==> src/common/fbp_pkg.sv <==
// How it works
// RULE_01: four two-way bits at positions 7..4; only bit 4 reaches a package pin.
// RULE_02: bit 7 transmit, bit 6 chip select, bit 5 receive, internal transceiver only.
// RULE_03: software programs direction as 001x 0000, bit 4 free.
// RULE_04: software clears direction bits 7,6 and sets bit 5.
// RULE_05: direction 1 tri-states the general pin; 0 drives it.
// RULE_06: output latch is mapped; read-modify-write uses latch, not pin.
// RULE_07: port write updates latch; port read returns synchronised line levels.
// RULE_08: analog select 1 forces digital reads of that bit to 0.
// RULE_09: analog select never affects driving; direction 0 still drives latch.
// RULE_10: analog select resets to all ones, so bits read 0 after reset.
// RULE_11: software clears analog select bits 7..5.
// RULE_12: analog select bit 4 disables general pin input buffer.
// RULE_13: pull-up enable bit active only while global pull-up disable is low.
// RULE_14: pull-up off whenever the bit is an output.
// RULE_15: threshold bit 1 picks Schmitt input, 0 picks TTL input.
// RULE_16: bits 3..0 of every register read as 0.
// RULE_17: suggested init: latch 0c0, then direction 030.
// RULE_18: writes act on completing edge; inputs synchronised before read.
package fbp_pkg;
    // ****************************************
    // register map, byte addresses of our choosing
    // ****************************************
    localparam logic [4:0] FBP_OFS_PORT  = 5'h00;
    localparam logic [4:0] FBP_OFS_DIR   = 5'h04;
    localparam logic [4:0] FBP_OFS_LAT   = 5'h08;
    localparam logic [4:0] FBP_OFS_ANSEL = 5'h0c;
    localparam logic [4:0] FBP_OFS_PULL  = 5'h10;
    localparam logic [4:0] FBP_OFS_THR   = 5'h14;
    localparam int         FBP_ADDR_W    = 5;
    // ****************************************
    // field and reset values
    // ****************************************
    localparam int         FBP_LSB       = 4;
    localparam logic [3:0] FBP_RST_DIR   = 4'hf;
    localparam logic [3:0] FBP_RST_LAT   = 4'h0;
    localparam logic [3:0] FBP_RST_ANSEL = 4'hf;
    localparam logic [3:0] FBP_RST_PULL  = 4'hf;
    localparam logic [3:0] FBP_RST_THR   = 4'h0;
    localparam logic [1:0] FBP_RESP_OK   = 2'h0;
    localparam logic [1:0] FBP_RESP_ERR  = 2'h2;

    typedef struct packed {
        logic [3:0] dir;
        logic [3:0] lat;
        logic [3:0] ansel;
        logic [3:0] pull;
        logic [3:0] thr;
    } fbp_cfg_t;

    // place a four-bit field in bits 7..4 of a word, rest zero
    function automatic logic [31:0] fbp_word(input logic [3:0] f);
        fbp_word = {24'h000000, f, 4'h0};
    endfunction
endpackage

==> src/rtl/fbp_port.sv <==
`timescale 1ns/1ps
`default_nettype none
module fbp_port
    import fbp_pkg::*;
(
    // clock and reset
    input  wire  logic        aclk,
    input  wire  logic        aresetn,
    // axi4-lite write
    input  wire  logic [31:0] s_axi_awaddr,
    input  wire  logic        s_axi_awvalid,
    output var   logic        s_axi_awready,
    input  wire  logic [31:0] s_axi_wdata,
    input  wire  logic [3:0]  s_axi_wstrb,
    input  wire  logic        s_axi_wvalid,
    output var   logic        s_axi_wready,
    output var   logic [1:0]  s_axi_bresp,
    output var   logic        s_axi_bvalid,
    input  wire  logic        s_axi_bready,
    // axi4-lite read
    input  wire  logic [31:0] s_axi_araddr,
    input  wire  logic        s_axi_arvalid,
    output var   logic        s_axi_arready,
    output var   logic [31:0] s_axi_rdata,
    output var   logic [1:0]  s_axi_rresp,
    output var   logic        s_axi_rvalid,
    input  wire  logic        s_axi_rready,
    // general pin four
    input  wire  logic        general_pin_four_in,
    output var   logic        general_pin_four_out,
    output var   logic        general_pin_four_oe,
    output var   logic        general_pin_four_pullup,
    output var   logic        general_pin_four_analog,
    // transceiver lines
    output var   logic        transceiver_transmit_line,
    output var   logic        transceiver_chip_select_line,
    input  wire  logic        transceiver_receive_line,
    output var   logic [2:0]  transceiver_line_oe,
    output var   logic [2:0]  transceiver_line_pullup,
    // pad controls outside the block
    input  wire  logic        global_pullup_disable,
    output var   logic [3:0]  input_schmitt_sel
);
    // ****************************************
    // configuration registers
    // ****************************************
    fbp_cfg_t    cfg_reg, cfg_next;
    logic [3:0]  sync1_reg, sync2_reg;
    logic [3:0]  pin_in;
    logic [3:0]  port_read;

    // bits 7 and 6 are output-only lines; their read sees the driven latch
    function automatic logic [1:0] lat_view(input logic [3:0] l);
        lat_view = l[3:2];
    endfunction

    assign pin_in = {lat_view(cfg_reg.lat), transceiver_receive_line, general_pin_four_in}; // RULE_02

    // ****************************************
    // axi4-lite handshake state
    // ****************************************
    logic                  aw_hold_reg, aw_hold_next;
    logic                  w_hold_reg, w_hold_next;
    logic [FBP_ADDR_W-1:0] awaddr_reg, awaddr_next;
    logic [3:0]            wdata_reg, wdata_next;
    logic                  wstrb0_reg, wstrb0_next;
    logic                  bvalid_reg, bvalid_next;
    logic [1:0]            bresp_reg, bresp_next;
    logic                  rvalid_reg, rvalid_next;
    logic [31:0]           rdata_reg, rdata_next;
    logic [1:0]            rresp_reg, rresp_next;
    logic                  awready_reg, awready_next;
    logic                  wready_reg, wready_next;
    logic                  arready_reg, arready_next;
    logic                  do_write;

    function automatic logic map_hit(input logic [FBP_ADDR_W-1:0] a);
        map_hit = (a == FBP_OFS_PORT) || (a == FBP_OFS_DIR) || (a == FBP_OFS_LAT)
               || (a == FBP_OFS_ANSEL) || (a == FBP_OFS_PULL) || (a == FBP_OFS_THR);
    endfunction

    always_comb begin
        aw_hold_next = aw_hold_reg;
        w_hold_next  = w_hold_reg;
        awaddr_next  = awaddr_reg;
        wdata_next   = wdata_reg;
        wstrb0_next  = wstrb0_reg;
        bvalid_next  = bvalid_reg;
        bresp_next   = bresp_reg;
        // ready is a registered one-cycle pulse; a held channel waits for the response
        awready_next = s_axi_awvalid && !aw_hold_reg && !awready_reg && !bvalid_reg;
        wready_next  = s_axi_wvalid && !w_hold_reg && !wready_reg && !bvalid_reg;
        if (s_axi_awvalid && awready_reg) begin
            aw_hold_next = 1'b1;
            awaddr_next  = s_axi_awaddr[FBP_ADDR_W-1:0];
        end
        if (s_axi_wvalid && wready_reg) begin
            w_hold_next = 1'b1;
            wdata_next  = s_axi_wdata[7:4];
            wstrb0_next = s_axi_wstrb[0];
        end
        do_write = aw_hold_reg && w_hold_reg && !bvalid_reg;
        if (do_write) begin
            aw_hold_next = 1'b0;
            w_hold_next  = 1'b0;
            bvalid_next  = 1'b1;
            bresp_next   = map_hit(awaddr_reg) ? FBP_RESP_OK : FBP_RESP_ERR;
        end else if (bvalid_reg && s_axi_bready) begin
            bvalid_next = 1'b0;
        end
    end

    always_ff @(posedge aclk) begin
        if (!aresetn) begin
            aw_hold_reg <= 1'b0;
            w_hold_reg  <= 1'b0;
            awaddr_reg  <= '0;
            wdata_reg   <= 4'h0;
            wstrb0_reg  <= 1'b0;
            bvalid_reg  <= 1'b0;
            bresp_reg   <= FBP_RESP_OK;
            awready_reg <= 1'b0;
            wready_reg  <= 1'b0;
        end else begin
            awready_reg <= awready_next;
            wready_reg  <= wready_next;
            aw_hold_reg <= aw_hold_next;
            w_hold_reg  <= w_hold_next;
            awaddr_reg  <= awaddr_next;
            wdata_reg   <= wdata_next;
            wstrb0_reg  <= wstrb0_next;
            bvalid_reg  <= bvalid_next;
            bresp_reg   <= bresp_next;
        end
    end

    // ****************************************
    // register writes
    // ****************************************
    always_comb begin
        cfg_next = cfg_reg;
        if (do_write && wstrb0_reg) begin // RULE_18
            case (awaddr_reg)
                FBP_OFS_PORT:  cfg_next.lat   = wdata_reg; // RULE_07
                FBP_OFS_DIR:   cfg_next.dir   = wdata_reg;
                FBP_OFS_LAT:   cfg_next.lat   = wdata_reg; // RULE_06
                FBP_OFS_ANSEL: cfg_next.ansel = wdata_reg;
                FBP_OFS_PULL:  cfg_next.pull  = wdata_reg;
                FBP_OFS_THR:   cfg_next.thr   = wdata_reg;
                default:       cfg_next       = cfg_reg;
            endcase
        end
    end

    always_ff @(posedge aclk) begin
        if (!aresetn) begin
            cfg_reg.dir   <= FBP_RST_DIR;
            cfg_reg.lat   <= FBP_RST_LAT;
            cfg_reg.ansel <= FBP_RST_ANSEL; // RULE_10
            cfg_reg.pull  <= FBP_RST_PULL;
            cfg_reg.thr   <= FBP_RST_THR;
        end else begin
            cfg_reg <= cfg_next;
        end
    end

    // ****************************************
    // input sync and read path
    // ****************************************
    always_ff @(posedge aclk) begin
        if (!aresetn) begin
            sync1_reg <= 4'h0;
            sync2_reg <= 4'h0;
        end else begin
            sync1_reg <= pin_in;    // RULE_18
            sync2_reg <= sync1_reg;
        end
    end

    // analog bits read 0; the threshold choice lives in the pad, so both paths read alike
    assign port_read = sync2_reg & ~cfg_reg.ansel; // RULE_08 RULE_12

    always_comb begin
        rvalid_next = rvalid_reg;
        rdata_next  = rdata_reg;
        rresp_next  = rresp_reg;
        arready_next = s_axi_arvalid && !arready_reg && !rvalid_reg;
        if (rvalid_reg) begin
            if (s_axi_rready) begin
                rvalid_next = 1'b0;
            end
        end else if (s_axi_arvalid && arready_reg) begin
            rvalid_next = 1'b1;
            rresp_next  = FBP_RESP_OK;
            case (s_axi_araddr[FBP_ADDR_W-1:0])
                FBP_OFS_PORT:  rdata_next = fbp_word(port_read); // RULE_07 RULE_16
                FBP_OFS_DIR:   rdata_next = fbp_word(cfg_reg.dir);
                FBP_OFS_LAT:   rdata_next = fbp_word(cfg_reg.lat); // RULE_06
                FBP_OFS_ANSEL: rdata_next = fbp_word(cfg_reg.ansel);
                FBP_OFS_PULL:  rdata_next = fbp_word(cfg_reg.pull);
                FBP_OFS_THR:   rdata_next = fbp_word(cfg_reg.thr);
                default: begin
                    rdata_next = 32'h00000000;
                    rresp_next = FBP_RESP_ERR;
                end
            endcase
        end
    end

    always_ff @(posedge aclk) begin
        if (!aresetn) begin
            rvalid_reg <= 1'b0;
            rdata_reg  <= 32'h00000000;
            rresp_reg  <= FBP_RESP_OK;
            arready_reg <= 1'b0;
        end else begin
            arready_reg <= arready_next;
            rvalid_reg <= rvalid_next;
            rdata_reg  <= rdata_next;
            rresp_reg  <= rresp_next;
        end
    end

    // ****************************************
    // pad drive, registered outputs
    // ****************************************
    logic [3:0] oe_reg, out_reg, pull_reg, thr_reg;
    logic       ana_reg;
    logic [3:0] oe_next, pull_next;

    always_comb begin
        // analog select is not looked at here
        oe_next   = ~cfg_next.dir; // RULE_05 RULE_09
        pull_next = cfg_next.pull & cfg_next.dir & {4{~global_pullup_disable}}; // RULE_13 RULE_14
    end

    always_ff @(posedge aclk) begin
        if (!aresetn) begin
            oe_reg   <= ~FBP_RST_DIR;
            out_reg  <= FBP_RST_LAT;
            pull_reg <= 4'h0;
            thr_reg  <= FBP_RST_THR;
            ana_reg  <= FBP_RST_ANSEL[0];
        end else begin
            oe_reg   <= oe_next;
            out_reg  <= cfg_next.lat;
            pull_reg <= pull_next;
            thr_reg  <= cfg_next.thr; // RULE_15
            ana_reg  <= cfg_next.ansel[0]; // RULE_12
        end
    end

    assign general_pin_four_out         = out_reg[0]; // RULE_01
    assign general_pin_four_oe          = oe_reg[0];
    assign general_pin_four_pullup      = pull_reg[0];
    assign general_pin_four_analog      = ana_reg;
    assign transceiver_transmit_line    = out_reg[3]; // RULE_02
    assign transceiver_chip_select_line = out_reg[2];
    assign transceiver_line_oe          = oe_reg[3:1];
    assign transceiver_line_pullup      = pull_reg[3:1];
    assign input_schmitt_sel            = thr_reg;
    assign s_axi_awready = awready_reg;
    assign s_axi_wready  = wready_reg;
    assign s_axi_bvalid  = bvalid_reg;
    assign s_axi_bresp   = bresp_reg;
    assign s_axi_arready = arready_reg;
    assign s_axi_rvalid  = rvalid_reg;
    assign s_axi_rdata   = rdata_reg;
    assign s_axi_rresp   = rresp_reg;
endmodule // fbp_port
`default_nettype wire

==> config.mk <==
export PLATFORM = sky130hd
export DESIGN_NAME = fbp_port
export DESIGN_NICKNAME = d
export VERILOG_FILES = /design/src/common/fbp_pkg.sv /design/src/rtl/fbp_port.sv
export SDC_FILE = /design/constraint.sdc
export NUM_CORES = 1
export LEC_CHECK = 0
export BUFFER_PORTS_ARGS = -buffer_cell sky130_fd_sc_hd__buf_4
export CAP_MARGIN = 20
export CORE_MARGIN = 2
export CORE_UTILIZATION = 38
export DETAILED_ROUTE_END_ITERATION = 8
export PLACE_DENSITY = 0.8
export SYNTH_ARGS = -nofsm -noshare
export SYNTH_HDL_FRONTEND = slang
export SYNTH_SLANG_ARGS = --single-unit
==> constraint.sdc <==
create_clock -name aclk -period 1.3 [get_ports aclk]
set_input_delay 0.26 -clock aclk [delete_from_list [all_inputs] [get_ports aclk]]
set_output_delay 0.26 -clock aclk [all_outputs]
set_load 0.02 [all_outputs]
== Yosys cells after proc, flatten, opt, wreduce, memory -nomap -nowiden ==
Cells that the tools add are included.
Storage, ports and cells
  memory bits (read-only): 0
  bits in latches: 0
  register bits: 89
  memories kept: 0
  RAM bits: 0
  bits of input ports: 110
Cells by class
  bitwise logic cells: 8
  multiplexer cells: 14
  add/subtract/negate cells: 0
  equal/unequal tests: 10
  $mul: 0
  shifts and indexed selects: 0
  divide/modulo/power cells: 0
  order comparisons: 0
  reductions and logical operators: 37
Operators by type and width (count)
  $pmux 8 s6: 1
  $eq 5x4->1 const B: 4
  $eq 5x5->1 const B: 4
  $mux 20: 1
  $mux 4: 5
  $logic_and 1x1->1: 15
  $and 4x4->4: 3
  $eq 5x3->1 const B: 2
  $logic_not 5->1: 2
  $not 4->4: 2
  $reduce_and 2->1: 4
  $logic_not 1->1: 7
  $reduce_or 6->1: 1
  $logic_or 1x1->1: 5
  $mux 1: 5
  $mux 2: 2
  $reduce_or 2->1: 2
  $not 1->1: 3
  $reduce_bool 2->1: 1

== Depth between registers and ports, before layout ==
  word-level depth: 7
  mapped depth: 5
  mapped depth without buffers: 4

== Worst setup path before layout ==
No wires, ideal clock.
  path kind: register -> register
  start point: register bvalid_reg, in the netlist s_axi_bvalid
  end point: register cfg_reg[10] (netlist bit)
  buffers on the path: 1
  setup slack: -0.137 ns
  stages on the path, launching flop included: 6
  arrival: 1.309 ns
  cells stage by stage: dfxtp_1 and3b_1 buf_2 nand4_1 mux2i_1 nand2_1
Between the ends
  word-level cells in the longest chain between the ends: 4
RTL lines
  start: declaration: RTL line fbp_port.sv:67  | logic bvalid_reg, bvalid_next;
  start signal: assignment: RTL line fbp_port.sv:132  | bvalid_reg <= bvalid_next;
  $logic_not 1->1: RTL line fbp_port.sv:102  | do_write = aw_hold_reg && w_hold_reg && !bvalid_reg;
  $logic_and 1x1->1: RTL line fbp_port.sv:102
  $logic_and 1x1->1: RTL line fbp_port.sv:142  | if (do_write && wstrb0_reg) begin
  $reduce_and 2->1 (no line)
  end signal: assignment: RTL line fbp_port.sv:163  | cfg_reg <= cfg_next;
  end: declaration: RTL line fbp_port.sv:47  | fbp_cfg_t cfg_reg, cfg_next;
No other way between the ends.
A chain may end at the register's enable or synchronous reset.

== Final worst setup path ==
  start point: register awaddr_reg[0]
  end point: register pull_reg[1]
Between the ends
  word-level cells in the longest chain between the ends: 5
RTL lines
  start: declaration: RTL line fbp_port.sv:64  | logic [FBP_ADDR_W-1:0] awaddr_reg, awaddr_next;
  start signal: assignment: RTL line fbp_port.sv:129  | awaddr_reg <= awaddr_next;
  $eq 5x5->1 or $eq 5x3->1 (tied branches): RTL line fbp_port.sv:143  | case (awaddr_reg)
  $mux 4: RTL line fbp_port.sv:143
  $mux 20 *: RTL line fbp_port.sv:142
  $and 4x4->4 * (2 in a row): RTL line fbp_port.sv:234  | pull_next = cfg_next.pull & cfg_next.dir & {4{~global_pullup_disable}};
  end signal: assignment: RTL line fbp_port.sv:247  | pull_reg <= pull_next;
  end: declaration: RTL line fbp_port.sv:227  | logic [3:0] oe_reg, out_reg, pull_reg, thr_reg;
Every way passes the cells marked *; elsewhere a longest branch is shown, timed or not. The select of a mux whose other input is x is not followed.

==> metrics.yaml <==
clock-root-buffer: "clkbuf_8"
syn_to_final_growth_pct: 31.16
hold_path.class: "in2reg"
fin_crit_sh: 1.082
end_kind: "register"
powerDensity_nw_per_um2: 1243
fin_crit_ps: 1407
rows: 29
io-pin-count: 167
core_area_um2: 6386
grt_max_degree: 31
viasPerCell: 4.900
ys_seq_area_frac: 0.4662
hold_viol_final: 0
hold_slack_ps: 113.9
clock_path_buffers: 2
dp_slack_ps: -179.2
start_util: 0.3967
crit_fanout: 5
synth_flop_cell: "dfxtp_1"
final_util: 0.5204
top_layer_used: "met4"
drive_gt1_frac: 0.3390
cts_made_buffers: 9
post-route-cell-area_um2: 3323
grt_pass1_vias: 1993
ys_types: 35
syn_avg_cell_area_um2: 9.017
clk_pin_slew_ps: 70
firstDrtPassIters: 4
mostFrequentLayoutCell: "buf_4"
synthCells: 281
rsz0062_at_grt: "true"
die_w_um: 85.66
critical_path_arrival_ps: 1640
antenna_found_initial: 0
grt_pass1_wl_um: 9556
grt.overflow.total: 0
wire_per_inst_um: 13.44
final_cell_mix: "buf_4, dfxtp_1, conb_1, nand2_1, nor2_1"
muxShareOfSynthArea: 0.08099
maxSlewViolCount: 0
synth_top_family_by_area: "simple AND/OR/NAND/NOR gates"
syn_area_um2: 2534
crit_required_ps: 1540
cts-hold-fix-buffers: 0
fin_ws_ps: -106.8
final_cell_count_no_fill: 428
met3WireLength_um: 383
start_kind: "register"
dp_cells: 410
yosys.area_share.simple: 0.2262
vias: 2097
clk_latency_ps: 340
fin_setup_tns_ps: -976.4
crit_type: "reg2reg"
outcome: "finished with violations"
max_clock_freq_mhz: 710.9
track_usage: 0.1676
routed_wl_um: 5753
synthAdderAreaFrac: 0
dieArea_um2: 7337
place_area_um2: 2977
synth_edf_count: 0
synth_compound_area_frac: 0.1007
diodes: 0
chipHeight_um: 85.66
p_total_mw: 4.132
drv_cap: 0
post-dp-hpwl_um: 4170
synth_warnings: 0
cellLeakagePower_nw: 1.479
seqCellArea_um2: 1190
setup-violations-final: 15
met2_length_um: 2679
cts_tree: "built"
ir_drop_mv: 0.6368
met1Wirelength_um: 2563
gp_congestion: 0.8203
htree_levels: 3
cts_num_sinks: 59
drt_iter0_markers: 93
fillerInstances: 572
finalNetCount: 456
antenna_left: 0
largest_reg_flops: 11
skew_ps: 9.080
multi_input_area_um2: 1265
drc: 0
io_buffers: 51
violations: "negative setup slack"
synthArstFlopShare: 0
synth_xor_xnor_area_share: 0.003457
synth-seq-cells: 59
## logic make-up (layout without fill, tap and decap cells)
family                    after synthesis  count (layout)
muxes                                  20              20
xor gates and xnor gates                1               1
other                                   1              30
AOI/OAI and AO/OA                      43              43
DFF                                    59              59
buffers and inverters                  47              88
and+or+nand+nor                       110             110
## Yosys cell counts, drive strengths merged, types with 8 or more instances
master / count / share of area
a21oi: 18 / 0.036
and2: 12 / 0.030
buf: 36 / 0.10
clkbuf: 8 / 0.012
dfxtp: 59 / 0.47
mux2i: 16 / 0.063
nand2: 28 / 0.041
nand3: 21 / 0.043
nor2: 26 / 0.039
o21ai: 13 / 0.026
## power breakdown
part           internal (mW)  switching (mW)  leakage, nW  total [mW]
Combinational          0.145           0.225        0.884       0.370
Clock                   1.18           0.706        0.113        1.89
Sequential              1.84          0.0329        0.482        1.88
Total                   3.17           0.964         1.48        4.13
## worst max-delay path: stages, from the launching register on
cell     delay [ps]
dfxtp_2         340
nor4b_4         270
buf_6           160
buf_6           100
buf_4            90
nand3_2         130
nor2_2          140
nor3_2           60
## timing repair
action                                  CTS  global route
resized for setup                        24            15
setup buffers                             1             1
pin swaps                                17             9
cloned                                    0             0
endpoints found under the setup margin   29            30
## layout make-up
cell class,count,share of cell area
clock buffer,12,0.04669
clock inverter,4,0.02184
tap,77,0.02899
multi-input combinational,204,0.3806
timing repair buffer,69,0.1604
inverter,3,0.003389
sequential,59,0.3581
## worst paths after layout
kind	start	endpoint	slack [ps]	depth (start not counted)
worst max-delay path	awaddr_reg[0]	pull_reg[1]	-110	7
worst min-delay path	aresetn	cfg_reg[19]	110	2
worst max register to register	awaddr_reg[0]	pull_reg[1]	-110	7
worst min register to register	sync1_reg[0]	sync2_reg[0]	440	1
## per-layer routing
metal / up-vias / GRT usage
li1: 1040 / -
met1: 965 / 0.2158
met2: 77 / 0.2550
met3: 15 / 0.06545
met4: 0 / 0.06205
met5: - / 0
Note: power is estimated with default switching activity, not from simulation.
